### config.mk
export PLATFORM = sky130hd
export DESIGN_NAME = atc_trigger_ctrl
export DESIGN_NICKNAME = d
export VERILOG_FILES = /design/src/atc_pkg.sv /design/src/atc_edge_detect.sv /design/src/atc_frame_timer.sv /design/src/atc_trigger_ctrl.sv
export VERILOG_INCLUDE_DIRS = /design/src
export SDC_FILE = /design/constraint.sdc
export NUM_CORES = 1
export LEC_CHECK = 0
export BUFFER_PORTS_ARGS = -buffer_cell sky130_fd_sc_hd__buf_4
export CAP_MARGIN = 10
export CORE_UTILIZATION = 40
export CTS_CLUSTER_SIZE = 30
export DETAILED_ROUTE_END_ITERATION = 6
export PLACE_DENSITY = 0.62
export SLEW_MARGIN = 25
export SYNTH_ARGS = -nofsm -noshare
export SYNTH_HDL_FRONTEND = slang
export SYNTH_HIERARCHICAL = 1
export SYNTH_SLANG_ARGS = --single-unit
### constraint.sdc
create_clock -name sys_clk -period 11.1 [get_ports sys_clk]
set_clock_uncertainty 0.2 [all_clocks]
set_input_delay 1.11 -clock sys_clk [delete_from_list [all_inputs] [get_ports sys_clk]]
set_output_delay 1.11 -clock sys_clk [all_outputs]
set_load 0.005 [all_outputs]
### src/atc_consts.svh
`ifndef ATC_CONSTS_SVH
`define ATC_CONSTS_SVH

// ----------------------------------------------------------------------
// register byte offsets (one 32-bit word each)
// ----------------------------------------------------------------------
`define ATC_OFS_CTRL 5'h00
`define ATC_OFS_FCOUNT 5'h04
`define ATC_OFS_PERIOD 5'h08
`define ATC_OFS_CMD 5'h0C
`define ATC_OFS_STATUS 5'h10
`define ATC_OFS_BURST 5'h14

// ----------------------------------------------------------------------
// control register bit positions
// ----------------------------------------------------------------------
`define ATC_B_ACQ_ON 0
`define ATC_B_FRM_ON 1
`define ATC_B_LEGACY 2
`define ATC_B_ACQ_SRC 3
`define ATC_B_ACQ_ACT 4
`define ATC_B_FRM_SRC 5
`define ATC_B_FRM_ACT 6
`define ATC_B_RATE_EN 7

// ----------------------------------------------------------------------
// command and status bit positions
// ----------------------------------------------------------------------
`define ATC_B_CMD_ACQ 0
`define ATC_B_CMD_FRM 1
`define ATC_B_ST_WACQ 0
`define ATC_B_ST_WFRM 1

// ----------------------------------------------------------------------
// reset values
// ----------------------------------------------------------------------
`define ATC_RST_CTRL 8'h04
`define ATC_RST_FCOUNT 32'h0000_0001
`define ATC_RST_PERIOD 32'h0003_0D40

// ----------------------------------------------------------------------
// timing
// ----------------------------------------------------------------------
`define ATC_CLK_PERIOD_NS 5
`define ATC_MIN_GAP_NS 100
`define ATC_MIN_GAP_CYC ((`ATC_MIN_GAP_NS + `ATC_CLK_PERIOD_NS - 1) / `ATC_CLK_PERIOD_NS)
`define ATC_TIMER_RESTART 2

`endif

### src/atc_pkg.sv
package atc_pkg;

	// acquisition status, one-hot
	typedef enum logic [1:0] {
		ATC_ST_WAIT_ACQ = 2'b01,
		ATC_ST_WAIT_FRAME = 2'b10
	} atc_state_t;

endpackage

### src/atc_edge_detect.sv
`timescale 1ns/10ps
`default_nettype none

module atc_edge_detect (
	input wire logic sys_clk,
	input wire logic nrst,
	input wire logic pin_in,
	output logic rise,
	output logic fall
);

	logic sync_a;
	logic sync_b;
	logic prev;

	// two-stage synchroniser, then one more sample for edge compare
	always_ff @(posedge sys_clk or negedge nrst) begin
		if (!nrst) begin
			sync_a <= 1'b0;
			sync_b <= 1'b0;
			prev <= 1'b0;
		end else begin
			sync_a <= pin_in;
			sync_b <= sync_a;
			prev <= sync_b;
		end
	end

	// only the second stage and later are compared
	assign rise = sync_b & ~prev;
	assign fall = ~sync_b & prev;

endmodule

`default_nettype wire

### src/atc_frame_timer.sv
`timescale 1ns/10ps
`default_nettype none

`include "atc_consts.svh"

module atc_frame_timer #(
	parameter int CNT_W = 32,
	parameter int MIN_GAP = 20
) (
	input wire logic sys_clk,
	input wire logic nrst,
	input wire logic restart,
	input wire logic rate_en,
	input wire logic [CNT_W-1:0] period,
	output logic ready
);

	localparam logic [CNT_W-1:0] MIN_GAP_V = CNT_W'(MIN_GAP);
	localparam logic [CNT_W-1:0] RESTART_V = CNT_W'(`ATC_TIMER_RESTART);

	logic [CNT_W-1:0] count;
	logic [CNT_W-1:0] target;

	// saturating count since the last frame start; starts saturated so
	// the first internal trigger is not delayed after reset
	always_ff @(posedge sys_clk or negedge nrst) begin
		if (!nrst) begin
			count <= '1;
		end else if (restart) begin
			count <= RESTART_V;
		end else if (count != '1) begin
			count <= count + 1'b1;
		end
	end

	// programmed rate never beats the fastest rate the settings allow
	always_comb begin
		target = MIN_GAP_V;
		if (rate_en && period > MIN_GAP_V) begin
			target = period;
		end
	end

	// the count is still stale while the restart pulse stands, so ready
	// is held off then; otherwise one trigger would give two frames
	assign ready = (count >= target) && !restart;

endmodule

`default_nettype wire

### src/atc_trigger_ctrl.sv
`timescale 1ns/10ps
`default_nettype none

`include "atc_consts.svh"

module atc_trigger_ctrl #(
	parameter int FCNT_W = 16,
	parameter int PER_W = 32,
	parameter int MIN_GAP = `ATC_MIN_GAP_CYC
) (
	input wire logic sys_clk,
	input wire logic nrst,
	input wire logic [4:0] avs_address,
	input wire logic avs_read,
	input wire logic avs_write,
	input wire logic [31:0] avs_writedata,
	input wire logic [3:0] avs_byteenable,
	output logic [31:0] avs_readdata,
	output logic avs_waitrequest,
	input wire logic line1_in,
	input wire logic frame_busy,
	output logic frame_start,
	output logic waiting_acq,
	output logic waiting_frame
);

	// ------------------------------------------------------------------
	// helpers
	// ------------------------------------------------------------------

	// merge write data into an old word under byte enables
	function automatic logic [31:0] be_merge(input logic [31:0] old,
		input logic [31:0] wdata, input logic [3:0] be);
		logic [31:0] res;
		res = old;
		for (int i = 0; i < 4; i++) begin
			if (be[i]) begin
				res[i*8 +: 8] = wdata[i*8 +: 8];
			end
		end
		return res;
	endfunction

	// pick a trigger event from source and activation
	function automatic logic sel_trig(input logic src_sw, input logic act_fall,
		input logic sw, input logic rise, input logic fall);
		logic hit;
		hit = act_fall ? fall : rise;
		if (src_sw) begin
			hit = sw;
		end
		return hit;
	endfunction

	// ------------------------------------------------------------------
	// declarations
	// ------------------------------------------------------------------
	logic bus_ack;
	logic wr_en;
	logic [7:0] ctrl;
	logic [FCNT_W-1:0] frame_count;
	logic [PER_W-1:0] frame_period;
	logic sw_acq;
	logic sw_frame;
	logic line_rise;
	logic line_fall;
	logic timer_ready;
	atc_pkg::atc_state_t state;
	atc_pkg::atc_state_t next_state;
	logic [FCNT_W-1:0] burst_cnt;
	logic acq_gate;
	logic acq_hit;
	logic ext_frame_hit;
	logic frame_trig;
	logic acq_start;
	logic accept;
	logic burst_last;
	logic [31:0] next_readdata;

	// ------------------------------------------------------------------
	// avalon slave: one wait state per access
	// ------------------------------------------------------------------

	// ack goes high for one cycle after a request is seen
	always_ff @(posedge sys_clk or negedge nrst) begin
		if (!nrst) begin
			bus_ack <= 1'b0;
		end else begin
			bus_ack <= (avs_read | avs_write) & ~bus_ack;
		end
	end

	assign avs_waitrequest = (avs_read | avs_write) & ~bus_ack;
	assign wr_en = avs_write & bus_ack; // takes effect as wait drops

	// control, frame count and period registers
	always_ff @(posedge sys_clk or negedge nrst) begin
		if (!nrst) begin
			ctrl <= `ATC_RST_CTRL;
			frame_count <= FCNT_W'(`ATC_RST_FCOUNT);
			frame_period <= PER_W'(`ATC_RST_PERIOD);
		end else if (wr_en) begin
			case (avs_address)
				`ATC_OFS_CTRL: begin
					ctrl <= 8'(be_merge(32'(ctrl), avs_writedata,
						avs_byteenable));
				end
				`ATC_OFS_FCOUNT: begin
					frame_count <= FCNT_W'(be_merge(32'(frame_count),
						avs_writedata, avs_byteenable));
				end
				`ATC_OFS_PERIOD: begin
					frame_period <= PER_W'(be_merge(32'(frame_period),
						avs_writedata, avs_byteenable));
				end
				default: begin
				end
			endcase
		end
	end

	// software trigger commands: one-cycle pulses, nothing stored
	always_ff @(posedge sys_clk or negedge nrst) begin
		if (!nrst) begin
			sw_acq <= 1'b0;
			sw_frame <= 1'b0;
		end else begin
			sw_acq <= wr_en && avs_address == `ATC_OFS_CMD &&
				avs_byteenable[0] && avs_writedata[`ATC_B_CMD_ACQ];
			sw_frame <= wr_en && avs_address == `ATC_OFS_CMD &&
				avs_byteenable[0] && avs_writedata[`ATC_B_CMD_FRM];
		end
	end

	// read mux; unmapped and write-only words read as zero
	always_comb begin
		next_readdata = 32'h0000_0000;
		case (avs_address)
			`ATC_OFS_CTRL: next_readdata = 32'(ctrl);
			`ATC_OFS_FCOUNT: next_readdata = 32'(frame_count);
			`ATC_OFS_PERIOD: next_readdata = 32'(frame_period);
			`ATC_OFS_STATUS: begin
				next_readdata[`ATC_B_ST_WACQ] = waiting_acq;
				next_readdata[`ATC_B_ST_WFRM] = waiting_frame;
			end
			`ATC_OFS_BURST: next_readdata = 32'(burst_cnt);
			default: next_readdata = 32'h0000_0000;
		endcase
	end

	// read data captured in the wait cycle, stands as wait drops
	always_ff @(posedge sys_clk or negedge nrst) begin
		if (!nrst) begin
			avs_readdata <= 32'h0000_0000;
		end else if (avs_read && !bus_ack) begin
			avs_readdata <= next_readdata;
		end
	end

	// ------------------------------------------------------------------
	// trigger sources
	// ------------------------------------------------------------------

	// input line: synchronised, edges found by sample compare
	atc_edge_detect u_line1 (
		.sys_clk(sys_clk),
		.nrst(nrst),
		.pin_in(line1_in),
		.rise(line_rise),
		.fall(line_fall)
	);

	// internal frame rate generator, restarted by each frame start
	atc_frame_timer #(
		.CNT_W(PER_W),
		.MIN_GAP(MIN_GAP)
	) u_timer (
		.sys_clk(sys_clk),
		.nrst(nrst),
		.restart(frame_start),
		.rate_en(ctrl[`ATC_B_RATE_EN]),
		.period(frame_period),
		.ready(timer_ready)
	);

	// legacy mode has no acquisition-level trigger at all
	assign acq_gate = ctrl[`ATC_B_ACQ_ON] & ~ctrl[`ATC_B_LEGACY];
	assign acq_hit = sel_trig(ctrl[`ATC_B_ACQ_SRC], ctrl[`ATC_B_ACQ_ACT],
		sw_acq, line_rise, line_fall);
	assign ext_frame_hit = sel_trig(ctrl[`ATC_B_FRM_SRC],
		ctrl[`ATC_B_FRM_ACT], sw_frame, line_rise, line_fall);
	// line edge or software frame command when frame trigger on, else internal timer
	assign frame_trig = ctrl[`ATC_B_FRM_ON] ? ext_frame_hit
		: timer_ready;

	// internal acquisition start whenever the gate is off
	assign acq_start = (state == atc_pkg::ATC_ST_WAIT_ACQ) &&
		(acq_gate ? acq_hit : 1'b1);
	// frame triggers count only while awaiting a frame; an edge that
	// lands while the exposure path is busy is dropped, not queued
	assign accept = (state == atc_pkg::ATC_ST_WAIT_FRAME) && frame_trig &&
		!frame_busy;
	// a frame count of zero behaves as one
	assign burst_last = ({1'b0, burst_cnt} + 1'b1) >= {1'b0, frame_count};

	// ------------------------------------------------------------------
	// acquisition state machine
	// ------------------------------------------------------------------

	// with the gate off the burst just restarts in place
	always_comb begin
		next_state = state;
		case (state)
			atc_pkg::ATC_ST_WAIT_ACQ: begin
				if (acq_start) begin
					next_state = atc_pkg::ATC_ST_WAIT_FRAME;
				end
			end
			atc_pkg::ATC_ST_WAIT_FRAME: begin
				if (accept && burst_last && acq_gate) begin
					next_state = atc_pkg::ATC_ST_WAIT_ACQ;
				end
			end
			default: next_state = atc_pkg::ATC_ST_WAIT_ACQ;
		endcase
	end

	always_ff @(posedge sys_clk or negedge nrst) begin
		if (!nrst) begin
			state <= atc_pkg::ATC_ST_WAIT_ACQ;
		end else begin
			state <= next_state;
		end
	end

	// frames taken in the current burst
	always_ff @(posedge sys_clk or negedge nrst) begin
		if (!nrst) begin
			burst_cnt <= '0;
		end else if (acq_start) begin
			burst_cnt <= '0;
		end else if (accept) begin
			burst_cnt <= burst_last ? '0 : burst_cnt + 1'b1;
		end
	end

	// frame start pulse and status levels, all registered
	always_ff @(posedge sys_clk or negedge nrst) begin
		if (!nrst) begin
			frame_start <= 1'b0;
			waiting_acq <= 1'b1;
			waiting_frame <= 1'b0;
		end else begin
			frame_start <= accept;
			waiting_acq <= (next_state == atc_pkg::ATC_ST_WAIT_ACQ);
			waiting_frame <= (next_state == atc_pkg::ATC_ST_WAIT_FRAME);
		end
	end

	// cycles since the last accepted frame trigger, for the rate checks;
	// counted from the accept so it is never stale in the pulse cycle
	logic [PER_W-1:0] since_cnt;
	always_ff @(posedge sys_clk or negedge nrst) begin
		if (!nrst) begin
			since_cnt <= '1;
		end else if (accept) begin
			since_cnt <= PER_W'(1);
		end else if (since_cnt != '1) begin
			since_cnt <= since_cnt + 1'b1;
		end
	end
endmodule

`default_nettype wire

Word-level counts from Yosys, hierarchy flattened
Index checks and enable logic that the tools add are counted.
{ "op_classes": {"add_sub_neg": 3, "n_lt_le_gt_ge": 3, "eq_ne": 10, "muxes": 17, "n_bitwise": 10, "reduce_logical": 25} }
{ "ops": {"columns": ["op", "n"], "rows": [
  ["30-bit case mux with 4 select lines", 1],
  ["32-bit 2-to-1 mux", 3],
  ["16-bit 2-to-1 mux", 3],
  ["32-bit by 1-bit adder with 32-bit output, second input constant", 1],
  ["32-bit greater-or-equal comparator", 1],
  ["32-bit by 5-bit > comparator with 1-bit output, second input constant", 1],
  ["32-bit != test, second input constant", 1],
  ["3-bit AND reduction", 7],
  ["16-bit by 1-bit adder with 17-bit output, second input constant", 1],
  ["17-bit by 16-bit greater-or-equal comparator with 1-bit output", 1],
  ["16-bit by 1-bit adder with 16-bit output, second input constant", 1],
  ["1-bit logical AND", 12],
  ["5-bit by 4-bit equality test with 1-bit output, second input constant", 2],
  ["5-bit equality test, second input constant", 2],
  ["2-bit case mux with 5 select lines", 1],
  ["1-bit 2-to-1 mux", 6],
  ["1-bit bitwise AND", 5],
  ["5-bit by 3-bit equality test with 1-bit output, second input constant", 1],
  ["5-bit zero test", 1],
  ["2-bit by 1-bit equality test with 1-bit output, second input constant", 2],
  ["2-bit equality test, second input constant", 2],
  ["2-bit 2-to-1 mux", 2],
  ["1-bit inverter", 4],
  ["2-bit case mux with 2 select lines", 1],
  ["other kinds (3)", 6]
]} }
{ "totals": {"reg_bits": 147, "input_bits": 47, "wordCells": 88} }

Longest topological paths before layout
{ "depth": {"depth_word": 13, "mapped_depth": 18, "ltp_nobuf": 17} }

By module
Netlist, hierarchy kept.
{ "by_module_without_submodules": {"columns": ["module", "n_inst", "cells_each", "area_per_inst_um2", "seq_area_each_um2"], "rows": [
  ["atc_trigger_ctrl", 1, 543, 5612.9, 2815.2],
  ["atc_frame_timer", 1, 321, 2770.2, 840.8],
  ["atc_edge_detect", 1, 5, 90.1, 75.1]
]} }

Least setup slack after synthesis
No wires, ideal clock.
{ "synth_timing": {"path_kind": "reg2reg", "start": "register frame_period[16]", "end": "register burst_cnt[2]", "setup_ns": 0.082, "arrival_time_ns": 3.661, "required_ns": 10.818, "path_slack_ns": 7.157, "stages_incl_launch_ff": 19, "synth_period_minus_slack_ns": 3.943, "path_cell_list": "dfstp_2 nor4_1 nand3_1 nor2_1 a21boi_0 clkbuf_1 and2_1 ha_1 nand2b_1 a2111o_1 a311oi_1 o21ai_0 a31o_2 nand2b_1 a211o_1 clkbuf_1 clkbuf_1 nand2_1 a31oi_1"} }
{ "synth_between": {"elab_chain_len": 9} }
{ "synth_lines": {"columns": ["item", "line_no", "rtl"], "rows": [
  ["start: declaration", "atc_trigger_ctrl.sv:62", "logic [PER_W-1:0] frame_period;"],
  ["start signal: assignment", "atc_trigger_ctrl.sv:101", "frame_period <= PER_W'(`ATC_RST_PERIOD);"],
  ["start signal: assignment", "atc_trigger_ctrl.sv:113", "frame_period <= PER_W'(be_merge(32'(frame_period),"],
  ["32-bit by 5-bit > comparator with 1-bit output", "atc_frame_timer.sv:39", "if (rate_en && period > MIN_GAP_V) begin"],
  ["1-bit logical AND", "atc_frame_timer.sv:39", null],
  ["32-bit 2-to-1 mux *", "atc_frame_timer.sv:39", null],
  ["32-bit greater-or-equal comparator *", "atc_frame_timer.sv:46", "assign ready = (count >= target) && !restart;"],
  ["1-bit logical AND *", "atc_frame_timer.sv:46", null],
  ["net timer_ready", "atc_trigger_ctrl.sv:67", "logic timer_ready;"],
  ["1-bit 2-to-1 mux *", "atc_trigger_ctrl.sv:193", "assign frame_trig = ctrl[`ATC_B_FRM_ON] ? ext_frame_hit"],
  ["1-bit logical AND * (2 in a row)", "atc_trigger_ctrl.sv:201", "assign accept = (state == atc_pkg::ATC_ST_WAIT_FRAME) && frame_trig &&"],
  ["2-bit nonzero test (no source line) *", null, null],
  ["end signal: assignment", "atc_trigger_ctrl.sv:243", "burst_cnt <= burst_last ? '0 : burst_cnt + 1'b1;"],
  ["end: declaration", "atc_trigger_ctrl.sv:70", "logic [FCNT_W-1:0] burst_cnt;"]
]} }
The timed path passes the listed nets; every way through them passes the cells marked *.
A chain may end at the register's enable or synchronous reset.

Final worst setup path
{ "layout_timing": {"start": "register frame_period[28]", "end": "register burst_cnt[5]"} }
{ "layout_between": {"elab_chain_len": 9} }
{ "layout_lines": {"columns": ["item", "line_no", "rtl"], "rows": [
  ["32-bit by 5-bit > comparator with 1-bit output", "atc_frame_timer.sv:39", null],
  ["1-bit logical AND", "atc_frame_timer.sv:39", null],
  ["32-bit 2-to-1 mux *", "atc_frame_timer.sv:39", null],
  ["32-bit greater-or-equal comparator *", "atc_frame_timer.sv:46", null],
  ["1-bit logical AND *", "atc_frame_timer.sv:46", null],
  ["net timer_ready", "atc_trigger_ctrl.sv:67", null],
  ["1-bit 2-to-1 mux *", "atc_trigger_ctrl.sv:193", null],
  ["1-bit logical AND * (2 in a row)", "atc_trigger_ctrl.sv:201", null],
  ["net accept", "atc_trigger_ctrl.sv:76", "logic accept;"],
  ["2-bit nonzero test (no source line) *", null, null]
]} }
Marked as above.

==> results.sh <==
export IMPL_status="finished clean"
export IMPL_die_area_um2=21800
export IMPL_synth_area_per_cell_um2=9.75
export IMPL_cts_hold_buf=0
export IMPL_start_util_pct=41.3
export IMPL_path_class="register to register"
export IMPL_ys_seq_elements=147
export IMPL_arrival_ps=5070
export IMPL_maxUsedRoutingLayer="met4"
export IMPL_final_antenna_net_count=0
export IMPL_worstHoldPathCells=0
export IMPL_crit_required_ps=11180
export IMPL_hold_viol_final=0
export IMPL_drc_errors=0
export IMPL_portBuffers=82
export IMPL_antenna_found_initial=0
export IMPL_final_setup_tns_ps=0
export IMPL_finalCritPeriodShare_pct=44.9
export IMPL_rows=52
export IMPL_synthFlopType="dfrtp_1"
export IMPL_synthArstFlopShare_pct=100
export IMPL_mappedNetlistArea_um2=8470
export IMPL_setup_violations=0
export IMPL_drt_iter0_markers=466
export IMPL_final_nets=1028
export IMPL_min_delay_start="u_line1/sync_a$_DFF_PN0_"
export IMPL_grt_usage_pct=22.1
export IMPL_slew_viol_final=0
export IMPL_r2r_end="burst_cnt[5]$_DFFE_PN0P_"
export IMPL_fmax_mhz=201
export IMPL_vdd_drop_max_uv=135
export IMPL_syn_instance_count=869
export IMPL_core_region_area_um2=20500
export IMPL_ys_seq_area_share_pct=44.0
export IMPL_grt_pass1_wl_mm=37.2
export IMPL_wire_per_inst_um=18.8
export IMPL_die_x_um=148
export IMPL_min_to="u_line1/sync_b$_DFF_PN0_"
export IMPL_synth_edf_count=0
export IMPL_cts_buffer_depth=2
export IMPL_syn_to_final_growth_pct=16.4
export IMPL_r2r_slack_ps=6120
export IMPL_cts_resized=0
export IMPL_drive_gt1_share_pct=25.6
export IMPL_htreeDepth=4
export IMPL_clockRootBuffer="clkbuf_16"
export IMPL_tightestPinTransition_ps=946
export IMPL_synth_cell_types=76
export IMPL_antenna_cells=0
export IMPL_met1_length_mm=10.6
export IMPL_grt_max_degree=96
export IMPL_met3_length_mm=1.02
export IMPL_vias_per_cell=5.66
export IMPL_rr_worst_depth=17
export IMPL_crit_fanout=27
export IMPL_cp_end_kind="register"
export IMPL_grt_overflow_total=0
export IMPL_grt_pass1_vias=6759
export IMPL_gp_congestion=0.839
export IMPL_cts_clk_slew_worst_paths_ps=70
export IMPL_power_density_nw_per_um2=162
export IMPL_max_slew_margin_pct=36.9
export IMPL_cts_tree="yes"
export IMPL_leakagePower_uw=0.00431
export IMPL_post_cts_buffers=0
export IMPL_ys_warn_count=6
export IMPL_fin_crit_ps=4980
export IMPL_holdWs_ps=154
export IMPL_num_vias=6864
export IMPL_numCtsBuffers=17
export IMPL_io_pins=83
export IMPL_cp_start_kind="register"
export IMPL_cts_sink_count=147
export IMPL_syn_nets=968
export IMPL_dp_hpwl_mm=16.8
export IMPL_r2r_start="frame_period[28]$_DFFE_PN0P_"
export IMPL_die_y_um=148
export IMPL_route_met2_wl_mm=10.7
export IMPL_first_pass_iters=5
export IMPL_clkLatencyLatePin_ps=430
export IMPL_wirelength_mm=22.8
export IMPL_min_delay_path_class="register to register"
export IMPL_cap_violations=0
export IMPL_rsz0062_at_grt="no"
export IMPL_total_power_uw=1600
==> area by class of cell <==
class | instances | area, µm²
clock inverter | 15 | 190
tap | 270 | 338
sequential | 147 | 3730
clock buffer | 17 | 425
multi-input combinational | 648 | 4420
timing repair buffer | 87 | 657
inverter | 28 | 105
fill | 1934 | 10600
==> metal layers <==
metal	vias up	track usage [%]
met5	-	0
met4	0	7.42
met1	3373	30.9
met2	191	35.0
li1	3272	-
met3	28	3.33
==> cell families after synthesis <==
family	synth area share, %
mux	7.16
flops	44.0
buf+inv	3.91
fa+ha+maj	7.68
compound gates	12.9
xor+xnor	2.89
simple gates	21.4
==> synthesized netlist by cell type, types with 5 or more instances <==
cell,number,area share (%)
dfrtp_1,105,31
nand4_2,5,0.74
nor2_1,38,1.7
nor2b_1,5,0.37
a222oi_1,10,1.2
nor3_1,6,0.35
nor4_1,11,0.81
or4_1,15,1.3
or3_1,9,0.66
a211oi_1,5,0.44
and3_1,8,0.59
dfstp_2,42,13
a31oi_1,8,0.59
xnor2_1,22,2.3
buf_6,5,0.66
clkbuf_1,26,1.2
inv_1,26,1.2
mux2_2,45,6.0
and2_1,6,0.44
and4_1,15,1.6
mux2i_1,10,1.2
a221oi_1,7,0.72
nand2b_1,10,0.74
buf_2,9,0.53
ha_1,52,7.7
nand3_1,31,1.8
nand4_1,16,1.2
a21oi_1,40,2.4
o31ai_1,12,1.1
o21ai_0,61,3.6
xor2_1,6,0.62
nand2_1,139,6.2
==> power by group <==
| group | switching [µW] | internal, µW | total, µW |
|---|---|---|---|
| Clock | 263 | 343 | 606 |
| Combinational | 168 | 135 | 302 |
| Sequential | 82.5 | 609 | 691 |
| Total | 513 | 1090 | 1600 |
==> flip-flops by register name, summed over array words and instances, names as in the netlist, 2 cells and up <==
| signal | cells |
|---|---|
| avs_readdata | 32 |
| frame_period | 32 |
| u_timer/count | 32 |
| burst_cnt | 16 |
| frame_count | 16 |
| ctrl | 8 |
| state | 2 |
==> per-stage QoR <==
step	cells	util (%)	cell area, µm²	setup slack [ps]
global route	1212	48.1	9860	5760
CTS	1212	48.1	9860	6190
detailed placement	1180	45.1	9250	6190
finish	1212	48.1	9860	6120
floorplan	869	-	8470	7160
global placement	1180	45.1	9250	6350
==> critical path, stage by stage, from the launching register on <==
cell      delay [ps]
dfrtp_1          410
nor4_1           350
nand4_1          210
nor2_1           200
a21boi_2         110
and2_1           180
ha_1             270
nand2b_1         150
a2111o_1         420
a311oi_1         270
o21ai_0          120
a31o_2           240
nand2b_1          70
a211o_1          670
clkinv_1         450
and3_1           310
o21ai_1          120
a21oi_1           80
==> placed cells by master, fill, tap and decap left out, types with 6 or more instances in the layout <==
cell,instances
a21oi_1,40
a221oi_1,7
a222oi_1,10
a31oi_1,8
and2_1,6
and3_1,8
and4_1,15
buf_4,86
clkbuf_16,17
dfrtp_1,105
dfstp_2,42
ha_1,52
inv_1,26
mux2_2,45
mux2i_1,10
nand2_1,139
nand2b_1,9
nand3_1,31
nand4_1,16
nor2_1,38
nor3_1,6
nor4_1,11
o21ai_0,61
o31ai_1,12
or3_1,9
or4_1,15
xnor2_1,22
xor2_1,6
==> worst max path at each step <==
| stage | startpoint | to | cells past startpoint |
|---|---|---|---|
| final | frame_period[28]$_DFFE_PN0P_ | burst_cnt[5]$_DFFE_PN0P_ | 17 |
| after CTS | frame_period[28]$_DFFE_PN0P_ | burst_cnt[5]$_DFFE_PN0P_ | 17 |
| after global routing | frame_period[28]$_DFFE_PN0P_ | burst_cnt[5]$_DFFE_PN0P_ | 17 |
| after detailed placement | frame_period[28]$_DFFE_PN0P_ | burst_cnt[5]$_DFFE_PN0P_ | 17 |
| after floorplan | frame_period[16]$_DFFE_PN1P_ | burst_cnt[2]$_DFFE_PN0P_ | 18 |
| after global placement | frame_period[31]$_DFFE_PN0P_ | burst_cnt[5]$_DFFE_PN0P_ | 17 |
No activity file was read; power rests on OpenSTA's default activity.
